`src/hw/uaxm_pkg.sv`:
```
//==========================================================================
package uaxm_pkg;
  // register addresses
  localparam logic [2:0] ADR_DATA = 3'h0;
  localparam logic [2:0] ADR_IEN  = 3'h1;
  localparam logic [2:0] ADR_ISTS = 3'h2;
  localparam logic [2:0] ADR_LCTL = 3'h3;
  localparam logic [2:0] ADR_MCTL = 3'h4;
  localparam logic [2:0] ADR_LSTS = 3'h5;
  localparam logic [2:0] ADR_MSTS = 3'h6;
  localparam logic [2:0] ADR_SCR  = 3'h7;
  // field positions
  localparam int BIT_DIV_ACC  = 7;
  localparam int BIT_SLEEP_EN = 4;
  localparam int BIT_LOOP     = 4;
  localparam int BIT_IR_EN    = 6;
  localparam int BIT_DTR      = 0;
  localparam int BIT_RTS      = 1;
  localparam int BIT_FC_IRINV = 2;
  localparam int BIT_FC_HDX   = 3;
  localparam int BIT_FC_SEL7  = 6;
  // values
  localparam logic [7:0] LCTL_ENH    = 8'hBF;
  localparam logic [7:0] RST_ZERO    = 8'h00;
  localparam logic [7:0] RST_ISTS    = 8'h01;
  localparam logic [7:0] RST_LSTS    = 8'h60;
  // identification codes, values arbitrary
  localparam logic [7:0] REV_CODE    = 8'h5A;
  localparam logic [7:0] ID_CODE     = 8'hA5;
  // bit timing: 16 ticks a bit, pulse 3 ticks
  localparam int TICKS_BIT   = 16;
  localparam int TICKS_PULSE = 3;
  localparam logic [15:0] DIV_DEFAULT = 16'h0001;
endpackage

```
`src/hw/uaxm_fifo.sv`:
```
`timescale 1ns/1ps
//==========================================================================
// fifo with valid/ready on both sides
module uaxm_fifo
  import uaxm_pkg::*;
#(
  parameter int WIDTH = 8,
  parameter int DEPTH = 8
)(
  // clock and reset
  input  wire logic             clk_sys,
  input  wire logic             rst_n,
  // fill side
  input  wire logic             in_valid,
  output logic                  in_ready,
  input  wire logic [WIDTH-1:0] in_data,
  // drain side
  output logic                  out_valid,
  input  wire logic             out_ready,
  output logic [WIDTH-1:0]      out_data,
  // fill level
  output logic [$clog2(DEPTH):0] level
);
  localparam int AW = $clog2(DEPTH);
  logic [WIDTH-1:0] mem [DEPTH];
  logic [AW-1:0]    wr_ptr;
  logic [AW-1:0]    rd_ptr;
  logic             push;
  logic             pop;

  // honest full and empty from the level count
  assign in_ready  = (level != (AW+1)'(DEPTH));
  assign out_valid = (level != '0);
  assign push      = in_valid && in_ready;
  assign pop       = out_valid && out_ready;
  assign out_data  = mem[rd_ptr];

  // storage write
  always_ff @(posedge clk_sys)
  begin
    if (push)
      mem[wr_ptr] <= in_data;
  end

  // pointers and level
  always_ff @(posedge clk_sys)
  begin
    if (!rst_n)
    begin
      wr_ptr <= '0;
      rd_ptr <= '0;
      level  <= '0;
    end
    else
    begin
      if (push)
        wr_ptr <= (wr_ptr == AW'(DEPTH-1)) ? '0 : wr_ptr + 1'b1;
      if (pop)
        rd_ptr <= (rd_ptr == AW'(DEPTH-1)) ? '0 : rd_ptr + 1'b1;
      level <= level + (AW+1)'(push) - (AW+1)'(pop);
    end
  end
endmodule

```
`src/hw/uaxm_irda.sv`:
```
`timescale 1ns/1ps
//==========================================================================
// infrared pulse encoder and decoder, timed by a 16x bit tick
module uaxm_irda
  import uaxm_pkg::*;
(
  // clock and reset
  input  wire logic clk_sys,
  input  wire logic rst_n,
  // control
  input  wire logic ir_en,
  input  wire logic rx_invert,
  input  wire logic tick,
  input  wire logic bit_start,
  // serial data
  input  wire logic tx_nrz,
  output logic      tx_ir,
  input  wire logic rx_pin,
  output logic      rx_nrz
);
  logic [3:0] pulse_cnt;
  logic       rx_pol;

  // pulse counter restarts at every bit boundary of a zero bit
  always_ff @(posedge clk_sys)
  begin
    if (!rst_n)
      pulse_cnt <= 4'h0;
    else if (bit_start && !tx_nrz)
      pulse_cnt <= 4'(TICKS_PULSE);
    else if (tick && pulse_cnt != 4'h0)
      pulse_cnt <= pulse_cnt - 4'h1;
  end

  // zero bit gives a 3/16 pulse, ones and idle stay low
  assign tx_ir = ir_en && (pulse_cnt != 4'h0);

  // optional polarity flip before decode
  assign rx_pol = rx_pin ^ rx_invert;
  // a light pulse is a logic one in the bit stream; plain line otherwise
  assign rx_nrz = ir_en ? rx_pol : rx_pin;
endmodule

```
`src/hw/uaxm_channel.sv`:
```
`timescale 1ns/1ps
//==========================================================================
// one uart channel: register decode, half duplex, infrared, loopback, sleep
module uaxm_channel
  import uaxm_pkg::*;
#(
  parameter int FIFO_DEPTH = 8
)(
  // clock and reset
  input  wire logic       clk_sys,
  input  wire logic       rst_n,
  // host register port
  input  wire logic       cs_n,
  input  wire logic       channel_select,
  input  wire logic       chan_id,
  input  wire logic [2:0] addr,
  input  wire logic       wr_n,
  input  wire logic       rd_n,
  input  wire logic [7:0] wdata,
  output logic [7:0]      rdata,
  output logic            rdata_oe,
  // serial and modem pins
  input  wire logic       rx_pin,
  output logic            tx_pin,
  output logic            rts_n,
  output logic            dtr_n,
  input  wire logic       cts_n,
  input  wire logic       dsr_n,
  input  wire logic       carrier_detect_n,
  input  wire logic       ring_indicator_n,
  // sleep
  input  wire logic       other_ready,
  output logic            sleep_ready,
  output logic            osc_out
);
  //========================================================================
  // input synchronisers
  logic [5:0] sync1;
  logic [5:0] sync2;
  always_ff @(posedge clk_sys)
  begin
    if (!rst_n)
    begin
      sync1 <= 6'h3F;
      sync2 <= 6'h3F;
    end
    else
    begin
      sync1 <= {cs_n, wr_n, rd_n, rx_pin, channel_select, 1'b1};
      sync2 <= sync1;
    end
  end
  logic [3:0] m1;
  logic [3:0] m2;
  always_ff @(posedge clk_sys)
  begin
    if (!rst_n)
    begin
      m1 <= 4'hF;
      m2 <= 4'hF;
    end
    else
    begin
      m1 <= {carrier_detect_n, ring_indicator_n, dsr_n, cts_n};
      m2 <= m1;
    end
  end
  logic sel;
  logic wr_s;
  logic rd_s;
  logic rx_s;
  logic wr_d;
  logic rd_d;
  assign sel  = !sync2[5] && (sync2[1] == chan_id);
  assign wr_s = sel && !sync2[4];
  assign rd_s = sel && !sync2[3];
  assign rx_s = sync2[2];
  always_ff @(posedge clk_sys)
  begin
    if (!rst_n)
    begin
      wr_d <= 1'b0;
      rd_d <= 1'b0;
    end
    else
    begin
      wr_d <= wr_s;
      rd_d <= rd_s;
    end
  end
  logic wr_stb;
  logic rd_end;
  assign wr_stb = wr_s && !wr_d;
  assign rd_end = rd_d && !rd_s;

  //========================================================================
  // registers
  logic [7:0] lctl, ien, mctl, fctl, efn, afn, scr, fifo_trigger_level, emsel, div_lo;
  logic [7:0] div_hi;
  logic [7:0] xc [4];
  logic [7:0] receive_holding;
  logic [3:0] delta;
  logic       enh, dacc, dzero;
  assign enh   = (lctl == LCTL_ENH);
  assign dacc  = lctl[BIT_DIV_ACC] && !enh;
  assign dzero = (div_lo == RST_ZERO) && (div_hi == RST_ZERO);

  // write decode by line-control mode
  always_ff @(posedge clk_sys)
  begin
    if (!rst_n)
    begin
      lctl <= RST_ZERO; ien <= RST_ZERO; mctl <= RST_ZERO;
      fctl <= RST_ZERO; efn <= RST_ZERO; afn <= RST_ZERO;
      scr <= RST_ZERO; fifo_trigger_level <= RST_ZERO; emsel <= RST_ZERO;
      div_lo <= DIV_DEFAULT[7:0]; div_hi <= DIV_DEFAULT[15:8];
      for (int i = 0; i < 4; i++)
        xc[i] <= RST_ZERO;
    end
    else if (wr_stb)
    begin
      if (addr == ADR_LCTL)
        lctl <= wdata;
      else if (addr == ADR_MCTL && !enh)
        mctl <= wdata;
      else if (enh)
      begin
        case (addr)
          ADR_DATA: fifo_trigger_level <= wdata;
          ADR_IEN:  fctl <= wdata;
          ADR_ISTS: efn <= wdata;
          ADR_MCTL, ADR_LSTS, ADR_MSTS, ADR_SCR:
            xc[addr[1:0]] <= wdata;
          default:  ;
        endcase
      end
      else if (dacc)
      begin
        case (addr)
          ADR_DATA: div_lo <= wdata;
          ADR_IEN:  div_hi <= wdata;
          ADR_ISTS: afn <= wdata;
          default:  ;
        endcase
      end
      else
      begin
        case (addr)
          ADR_IEN: ien <= wdata;
          ADR_SCR:
            if (fctl[BIT_FC_SEL7])
              emsel <= wdata;
            else
              scr <= wdata;
          default: ;
        endcase
      end
    end
  end

  //========================================================================
  // transmit path: fifo then shifter
  logic       tx_push, tx_ready, f_valid, f_pop;
  logic [7:0] f_data;
  logic [3:0] f_level;
  assign tx_push = wr_stb && !enh && !dacc && addr == ADR_DATA;
  uaxm_fifo #(.WIDTH(8), .DEPTH(FIFO_DEPTH)) u_txf (
    .clk_sys  (clk_sys),
    .rst_n    (rst_n),
    .in_valid (tx_push),
    .in_ready (tx_ready),
    .in_data  (wdata),
    .out_valid(f_valid),
    .out_ready(f_pop),
    .out_data (f_data),
    .level    (f_level)
  );

  // baud tick from the divisor, 16 ticks a bit; a count at or above a new
  // divisor reloads at once, so a zero divisor reloads every cycle and stalls the channel
  logic [15:0] bcnt;
  logic        tick;
  assign tick = (bcnt == 16'h0000);
  always_ff @(posedge clk_sys)
  begin
    if (!rst_n || tick || bcnt >= {div_hi, div_lo})
      bcnt <= {div_hi, div_lo} - 16'h0001;
    else
      bcnt <= bcnt - 16'h0001;
  end

  // shifter: start, 8 data, stop
  logic [9:0] shreg;
  logic [3:0] bits_left, sub;
  logic       busy, bit_start, rts_hold;
  assign f_pop     = !busy && tick && !rts_hold;
  assign bit_start = tick && (sub == 4'h0) && busy;
  always_ff @(posedge clk_sys)
  begin
    if (!rst_n)
    begin
      shreg <= 10'h3FF; bits_left <= 4'h0; sub <= 4'h0; busy <= 1'b0;
    end
    else if (f_pop && f_valid)
    begin
      shreg <= {1'b1, f_data, 1'b0}; bits_left <= 4'hA; sub <= 4'h0;
      busy <= 1'b1;
    end
    else if (tick && busy)
    begin
      sub <= sub + 4'h1;
      if (sub == 4'(TICKS_BIT-1))
      begin
        shreg <= {1'b1, shreg[9:1]};
        bits_left <= bits_left - 4'h1;
        busy <= (bits_left != 4'h1);
      end
    end
  end

  // half duplex: low one tick before start, high when all drained
  always_ff @(posedge clk_sys)
  begin
    if (!rst_n)
      rts_hold <= 1'b0;
    else if (!fctl[BIT_FC_HDX])
      rts_hold <= 1'b0;
    else if (f_valid && rts_hold)
      rts_hold <= 1'b0;
    else if (!f_valid && !busy && tick)
      rts_hold <= 1'b1;
  end
  logic hdx_high;
  assign hdx_high = fctl[BIT_FC_HDX] && !f_valid && !busy;

  //========================================================================
  // infrared coding and loopback
  logic loop, tx_code, rx_dec, rx_int;
  assign loop = mctl[BIT_LOOP];
  uaxm_irda u_ir (
    .clk_sys  (clk_sys),
    .rst_n    (rst_n),
    .ir_en    (mctl[BIT_IR_EN]),
    .rx_invert(fctl[BIT_FC_IRINV]),
    .tick     (tick),
    .bit_start(bit_start && sub == 4'h0),
    .tx_nrz   (shreg[0]),
    .tx_ir    (tx_code),
    .rx_pin   (rx_s),
    .rx_nrz   (rx_dec)
  );
  assign rx_int = loop ? shreg[0] : rx_dec;
  always_comb
  begin
    if (loop)
      tx_pin = 1'b1;
    else if (mctl[BIT_IR_EN])
      tx_pin = tx_code;
    else
      tx_pin = shreg[0];
  end
  // direction control owns the pin while enabled outside loopback, whatever the rts bit
  assign rts_n = loop ? 1'b1
               : fctl[BIT_FC_HDX] ? hdx_high : !mctl[BIT_RTS];
  assign dtr_n = loop ? 1'b1 : !mctl[BIT_DTR];

  // receive holding: last byte sampled mid bit on the internal line
  logic [7:0] rsh;
  logic       rdy;
  always_ff @(posedge clk_sys)
  begin
    if (!rst_n)
      rsh <= RST_ZERO;
    else if (tick && sub == 4'h7)
      rsh <= {rx_int, rsh[7:1]};
  end
  always_ff @(posedge clk_sys)
  begin
    if (!rst_n)
    begin
      receive_holding <= RST_ZERO; rdy <= 1'b0;
    end
    // taken at the end of the last data bit, before the stop bit shifts in
    else if (tick && busy && bits_left == 4'h2 && sub == 4'hF)
    begin
      receive_holding <= rsh; rdy <= 1'b1;
    end
    else if (rd_end && addr == ADR_DATA && !enh && !lctl[BIT_DIV_ACC])
      rdy <= 1'b0;
  end

  //========================================================================
  // modem change flags: set wins over the read clear
  logic [3:0] m_prev, m_eff, chg;
  assign m_eff = loop ? 4'hF : m2;
  assign chg   = m_eff ^ m_prev;
  always_ff @(posedge clk_sys)
  begin
    if (!rst_n)
      m_prev <= 4'hF;
    else
      m_prev <= m_eff;
  end
  always_ff @(posedge clk_sys)
  begin
    if (!rst_n)
      delta <= 4'h0;
    else if (rd_end && addr == ADR_MSTS && !enh)
      delta <= chg;
    else
      delta <= delta | chg;
  end

  //========================================================================
  // interrupt pending and sleep
  logic pend;
  logic [7:0] ists;
  assign pend = (ien[0] && rdy) || (ien[3] && delta != 4'h0);
  assign ists = pend ? {5'h00, ien[0] && rdy, 2'b00} : RST_ISTS;
  logic rx_prev, asleep;
  always_ff @(posedge clk_sys)
  begin
    if (!rst_n)
      rx_prev <= 1'b1;
    else
      rx_prev <= rx_s;
  end
  assign sleep_ready = ien[BIT_SLEEP_EN] && !pend && delta == 4'h0 && rx_s
                       && !f_valid && !busy;
  always_ff @(posedge clk_sys)
  begin
    if (!rst_n)
      asleep <= 1'b0;
    else if ((rx_prev && !rx_s) || tx_push || chg != 4'h0)
      asleep <= 1'b0;
    else
      asleep <= sleep_ready && other_ready;
  end
  // oscillator output held quiet while asleep
  assign osc_out = !asleep && clk_sys;

  //========================================================================
  // read mux
  always_comb
  begin
    rdata = RST_ZERO;
    if (enh)
    begin
      case (addr)
        ADR_DATA: rdata = {4'h0, f_level};
        ADR_IEN:  rdata = fctl;
        ADR_ISTS: rdata = efn;
        ADR_LCTL: rdata = lctl;
        ADR_MCTL, ADR_LSTS, ADR_MSTS, ADR_SCR: rdata = xc[addr[1:0]];
        default:  rdata = RST_ZERO;
      endcase
    end
    else
    begin
      case (addr)
        ADR_DATA: rdata = dacc ? (dzero ? REV_CODE : div_lo) : receive_holding;
        ADR_IEN:  rdata = dacc ? (dzero ? ID_CODE : div_hi) : ien;
        ADR_ISTS: rdata = dacc ? afn : ists;
        ADR_LCTL: rdata = lctl;
        ADR_MCTL: rdata = mctl;
        ADR_LSTS: rdata = {1'b0, !f_valid && !busy, !f_valid, 4'h0, rdy};
        ADR_MSTS: rdata = {~m_eff, delta};
        ADR_SCR:  rdata = fctl[BIT_FC_SEL7] ? {4'h0, f_level} : scr;
        default:  rdata = RST_ZERO;
      endcase
    end
  end
  assign rdata_oe = rd_s;
endmodule

```
`config.mk`:
```
export PLATFORM = sky130hd
export DESIGN_NAME = uaxm_channel
export DESIGN_NICKNAME = d
export VERILOG_FILES = /design/src/hw/uaxm_pkg.sv /design/src/hw/uaxm_fifo.sv /design/src/hw/uaxm_irda.sv /design/src/hw/uaxm_channel.sv
export SDC_FILE = /design/constraint.sdc
export NUM_CORES = 1
export LEC_CHECK = 0
export ABC_CLOCK_PERIOD_IN_PS = 5600
export BUFFER_PORTS_ARGS = -buffer_cell sky130_fd_sc_hd__buf_2
export CELL_PAD_IN_SITES_DETAIL_PLACEMENT = 1
export CELL_PAD_IN_SITES_GLOBAL_PLACEMENT = 1
export CORE_UTILIZATION = 54
export CTS_CLUSTER_DIAMETER = 200
export CTS_CLUSTER_SIZE = 10
export DETAILED_ROUTE_END_ITERATION = 16
export PLACE_DENSITY_LB_ADDON = 0.1
export SYNTH_ARGS = -nofsm -noshare
export SYNTH_HDL_FRONTEND = slang
export SYNTH_SLANG_ARGS = --single-unit
```
`constraint.sdc`:
```
create_clock -name clk_sys -period 5.6 [get_ports clk_sys]
set_input_delay 0.56 -clock clk_sys [delete_from_list [all_inputs] [get_ports clk_sys]]
set_output_delay 0.56 -clock clk_sys [all_outputs]
set_load 0.005 [all_outputs]
```
==> impl_results.md <==
* TritonCTS clock tree: yes
* Nets at 1254
* Fillers at 2397
* Slew @ Worst Pin at ~1.2 ns
* Dominant cell type by area after synthesis: dfxtp_1
* Setup ws final at 1.305 ns
* Cts repair resizes at 0
* Place WS at 1.742 ns
* FF-to-FF End: bcnt[14]
* Syn_nets at 1238
* First-pass GRT wire length at between 50000 and 60000 um
* Crit-path max cell delay at just under 0.9 ns
* Tot GR Track Use at 30.12%
* Delay-heaviest family, CP: compound AO/OA/AOI/OAI gates
* Pleak at just over 5 nW
* Slew margin rel. at 20.49%
* CP max FO at 15
* Final Cycle Share at 76.69%
* Post-Syn Instances at 1180
* Mapped Area at 12560 sq um
* Clk pin slew, worst setup/hold paths at 0.06 ns
* Crit path DAT at 3.73 ns
* GRT overflow at 0
* Final slew viol count at 0
* CP Buf/Inv Count at 1
* HP Class: in2reg
* Final ANT Viol Nets at 0
* Wire per inst at 23.48 um
* Critical-path top delay cell: nor2_1
* Die width at 154.5 um
* Starting density of the core at 55.29%
* Largest net degree at the start of global routing at between 100 and 150
* Final Hold Fails at 0
* GP Congestion at 0.9368
* Die span in y at about 150 um
* Router iterations before antenna repair at 5
* Post-synth top area share at 27.10%
* RR Startpoint: div_lo[7]
* Overall Power at 5.244 mW
* PortBufs at 37
* Number of enable flip-flop cells after synthesis at 96
* RSZ-0062 raised after global routing: no
* Hold_ws at just over 0.07 ns
* Core Box Area at approximately 23000 sq um
* CP required at about 5 ns
* Initial drt markers at roughly 690
* Layout cells sized above 1 at between 10% and 20%
* Worst hold path depth at 2
* Fmax at ~0.23 GHz
* HPWL after detailed placement at about 23000 um
* Drt drc at 0
* Setup Crit Path Kind: reg2out
* Yosys cell types at 68
* Max rail drop VDD at approximately 0.25 mV
* Row cnt at 55
* Clock Latency Late Sink at 0.67 ns
* Hold buffers post-CTS at 0
* DRT Wirelength at about 35000 um
* Cell breakdown of the critical path: o21ai_1, nor2_1, a221oi_1, o21ai_0, o21bai_1, buf_2
* Hold Path End: sync1[1]
* Asr flop ratio synth at 0%
* Ys flop type: dfxtp_1
* Reg2Reg Depth at 13
* Fin crit period at 4.295 ns
* Register bit total from synthesis at 266
* Worst R2R Setup Slack at ~1.8 ns
* Setup_tns at 0 ns
* Vias at ~9000
* Crit start category: flop
* Seq/Total Area, Yosys at 50.06%
* Top cells by area, synth: dfxtp_1 27%, edfxtp_1 23%, mux2i_1 7.3%
* Vias per inst at approximately 6.1
* Clock Skew at 0.01933 ns
* Max cap viols at 0
* Hold Startpoint: channel_select
* Initial antenna violation count at 0
* Synth Warn # at 0
* Ports at 38
* P&R area growth vs syn at 10.40%
* Final setup viols at 0
* N_diodes at 0
* Status: finished, final reports clean
* Die Area at 23870 sq um
* PD cells at 378.3 nW/um^2
* CP Capture Type: output port
* Number of global-route vias before repair at approximately 9700
* Avg Inst Size Synth at 10.64 sq um
* Post-CTS setup buffers at 0
## final cells by class
class | instances | area [sq um] | share of cell area, %
sequential | 266 | 6286 | 45.34
clock buffer | 51 | 937.1 | 6.760
timing repair buffer | 54 | 317.8 | 2.292
inverter | 38 | 143.9 | 1.038
multi-input combinational | 802 | 5822 | 41.99
tap | 285 | 356.6 | 2.572
## synthesized netlist by cell type, drive strengths merged, types with 7 or more instances
cell type,count
a211oi,19
and3,31
ha,33
nor3,26
nor2,53
a21oi,28
nor4,9
and2,16
nand2b,32
edfxtp,96
nand2,106
nand4,11
clkbuf,56
nand3,31
dfxtp,170
inv,37
buf,18
o21ai,38
mux2i,91
xnor2,27
nor2b,83
a31oi,7
mux4,25
a21boi,43
xor2,13
## worst register-to-register path, stage by stage, from the launching register on
cell and delay, ns:
dfxtp_1 0.40, inv_1 0.18, ha_1 0.36, nand4_1 0.09, a2111oi_0 0.77, nor3_2 0.06, buf_4 0.25, mux2i_1 0.22
ha_1 0.23, nor2b_1 0.46, nand4_1 0.20, nor4_1 0.26, xnor2_1 0.16, mux2i_1 0.08
## worst max path at each step
| stage | start | endpoint | slack [ns] | cells past startpoint |
|---|---|---|---|---|
| 2_1_floorplan | div_hi[3] | bcnt[14] | 2.10 | 14 |
| 3_3_place_gp | addr[0] | u_txf.mem[1][2] | 1.95 | 8 |
| 3_5_place_dp | addr[0] | u_txf.mem[1][6] | 1.74 | 8 |
| 4_1_cts | lctl[7] | rdata[7] | 1.41 | 7 |
| 5_1_grt | lctl[7] | rdata[7] | 1.15 | 7 |
| 6_report | lctl[7] | rdata[4] | 1.31 | 6 |
## metrics by stage
| stage | instance area [sq um] | std cells | utilization [%] |
|---|---|---|---|
| after floorplan | 12560 | 1180 | - |
| after global placement | 12930 | 1446 | 56.94 |
| after detailed placement | 12930 | 1446 | 56.94 |
| after CTS | 13860 | 1496 | 61.05 |
| after global routing | 13860 | 1496 | 61.05 |
| final | 13860 | 1496 | 61.05 |
## cells by family after synthesis
logic type / after synthesis / share of synthesized area (%)
xor+xnor: 40 / 2.790
mux: 120 / 12.10
flops: 266 / 50.06
buf+inv: 112 / 3.627
compound gates: 184 / 9.924
fa+ha+maj: 34 / 3.448
simple gates: 424 / 18.06
## routing by layer
layer  GRT usage (%)  share of wire (%)  vias up
li1                -                  -     4242
met1           38.09                 42     4616
met2           51.91                 49      256
met3           4.875                5.1       80
met4           10.70                3.6        2
met5           2.692               0.23        -
## cell usage in the layout, fill, tap and decap left out, types with 4 or more instances in the layout
master	Yosys	final
dfxtp_1	170	170
nand2_1	105	105
edfxtp_1	96	96
mux2i_1	91	91
nor2b_1	83	83
nor2_1	53	53
a21boi_0	40	40
inv_1	37	37
buf_2	9	36
o21ai_0	36	35
clkbuf_16	0	35
ha_1	33	33
nand2b_1	32	32
nand3_1	31	31
and3_1	31	31
a21oi_1	28	28
xnor2_1	27	27
mux4_2	25	25
nor3_1	23	23
a211oi_1	19	19
buf_4	0	19
and2_1	16	16
clkbuf_1	56	15
xor2_1	13	13
nand4_1	11	11
nor4_1	8	7
a31oi_1	7	7
a22oi_1	6	6
a221oi_1	6	6
or3_1	5	5
a21o_1	5	5
and4_1	5	5
a22o_1	5	5
o211ai_1	4	4
o32ai_1	4	4
mux2_2	4	4
## flip-flops by register name, indices dropped and copies added, names as in the netlist, 9 cells and up, named ones only
| signal | cells |
|---|---|
| bcnt | 16 |
| shreg | 9 |
| xc | 32 |
| u_txf.mem | 64 |
## power breakdown
part           internal [mW]  total, mW  leakage [nW]  switching [mW]
clock network           1.13       1.90         0.456           0.770
registers               2.10       2.20          2.29           0.101
logic                  0.504       1.15          2.42           0.644
Note: power is estimated with default switching activity, not from simulation.
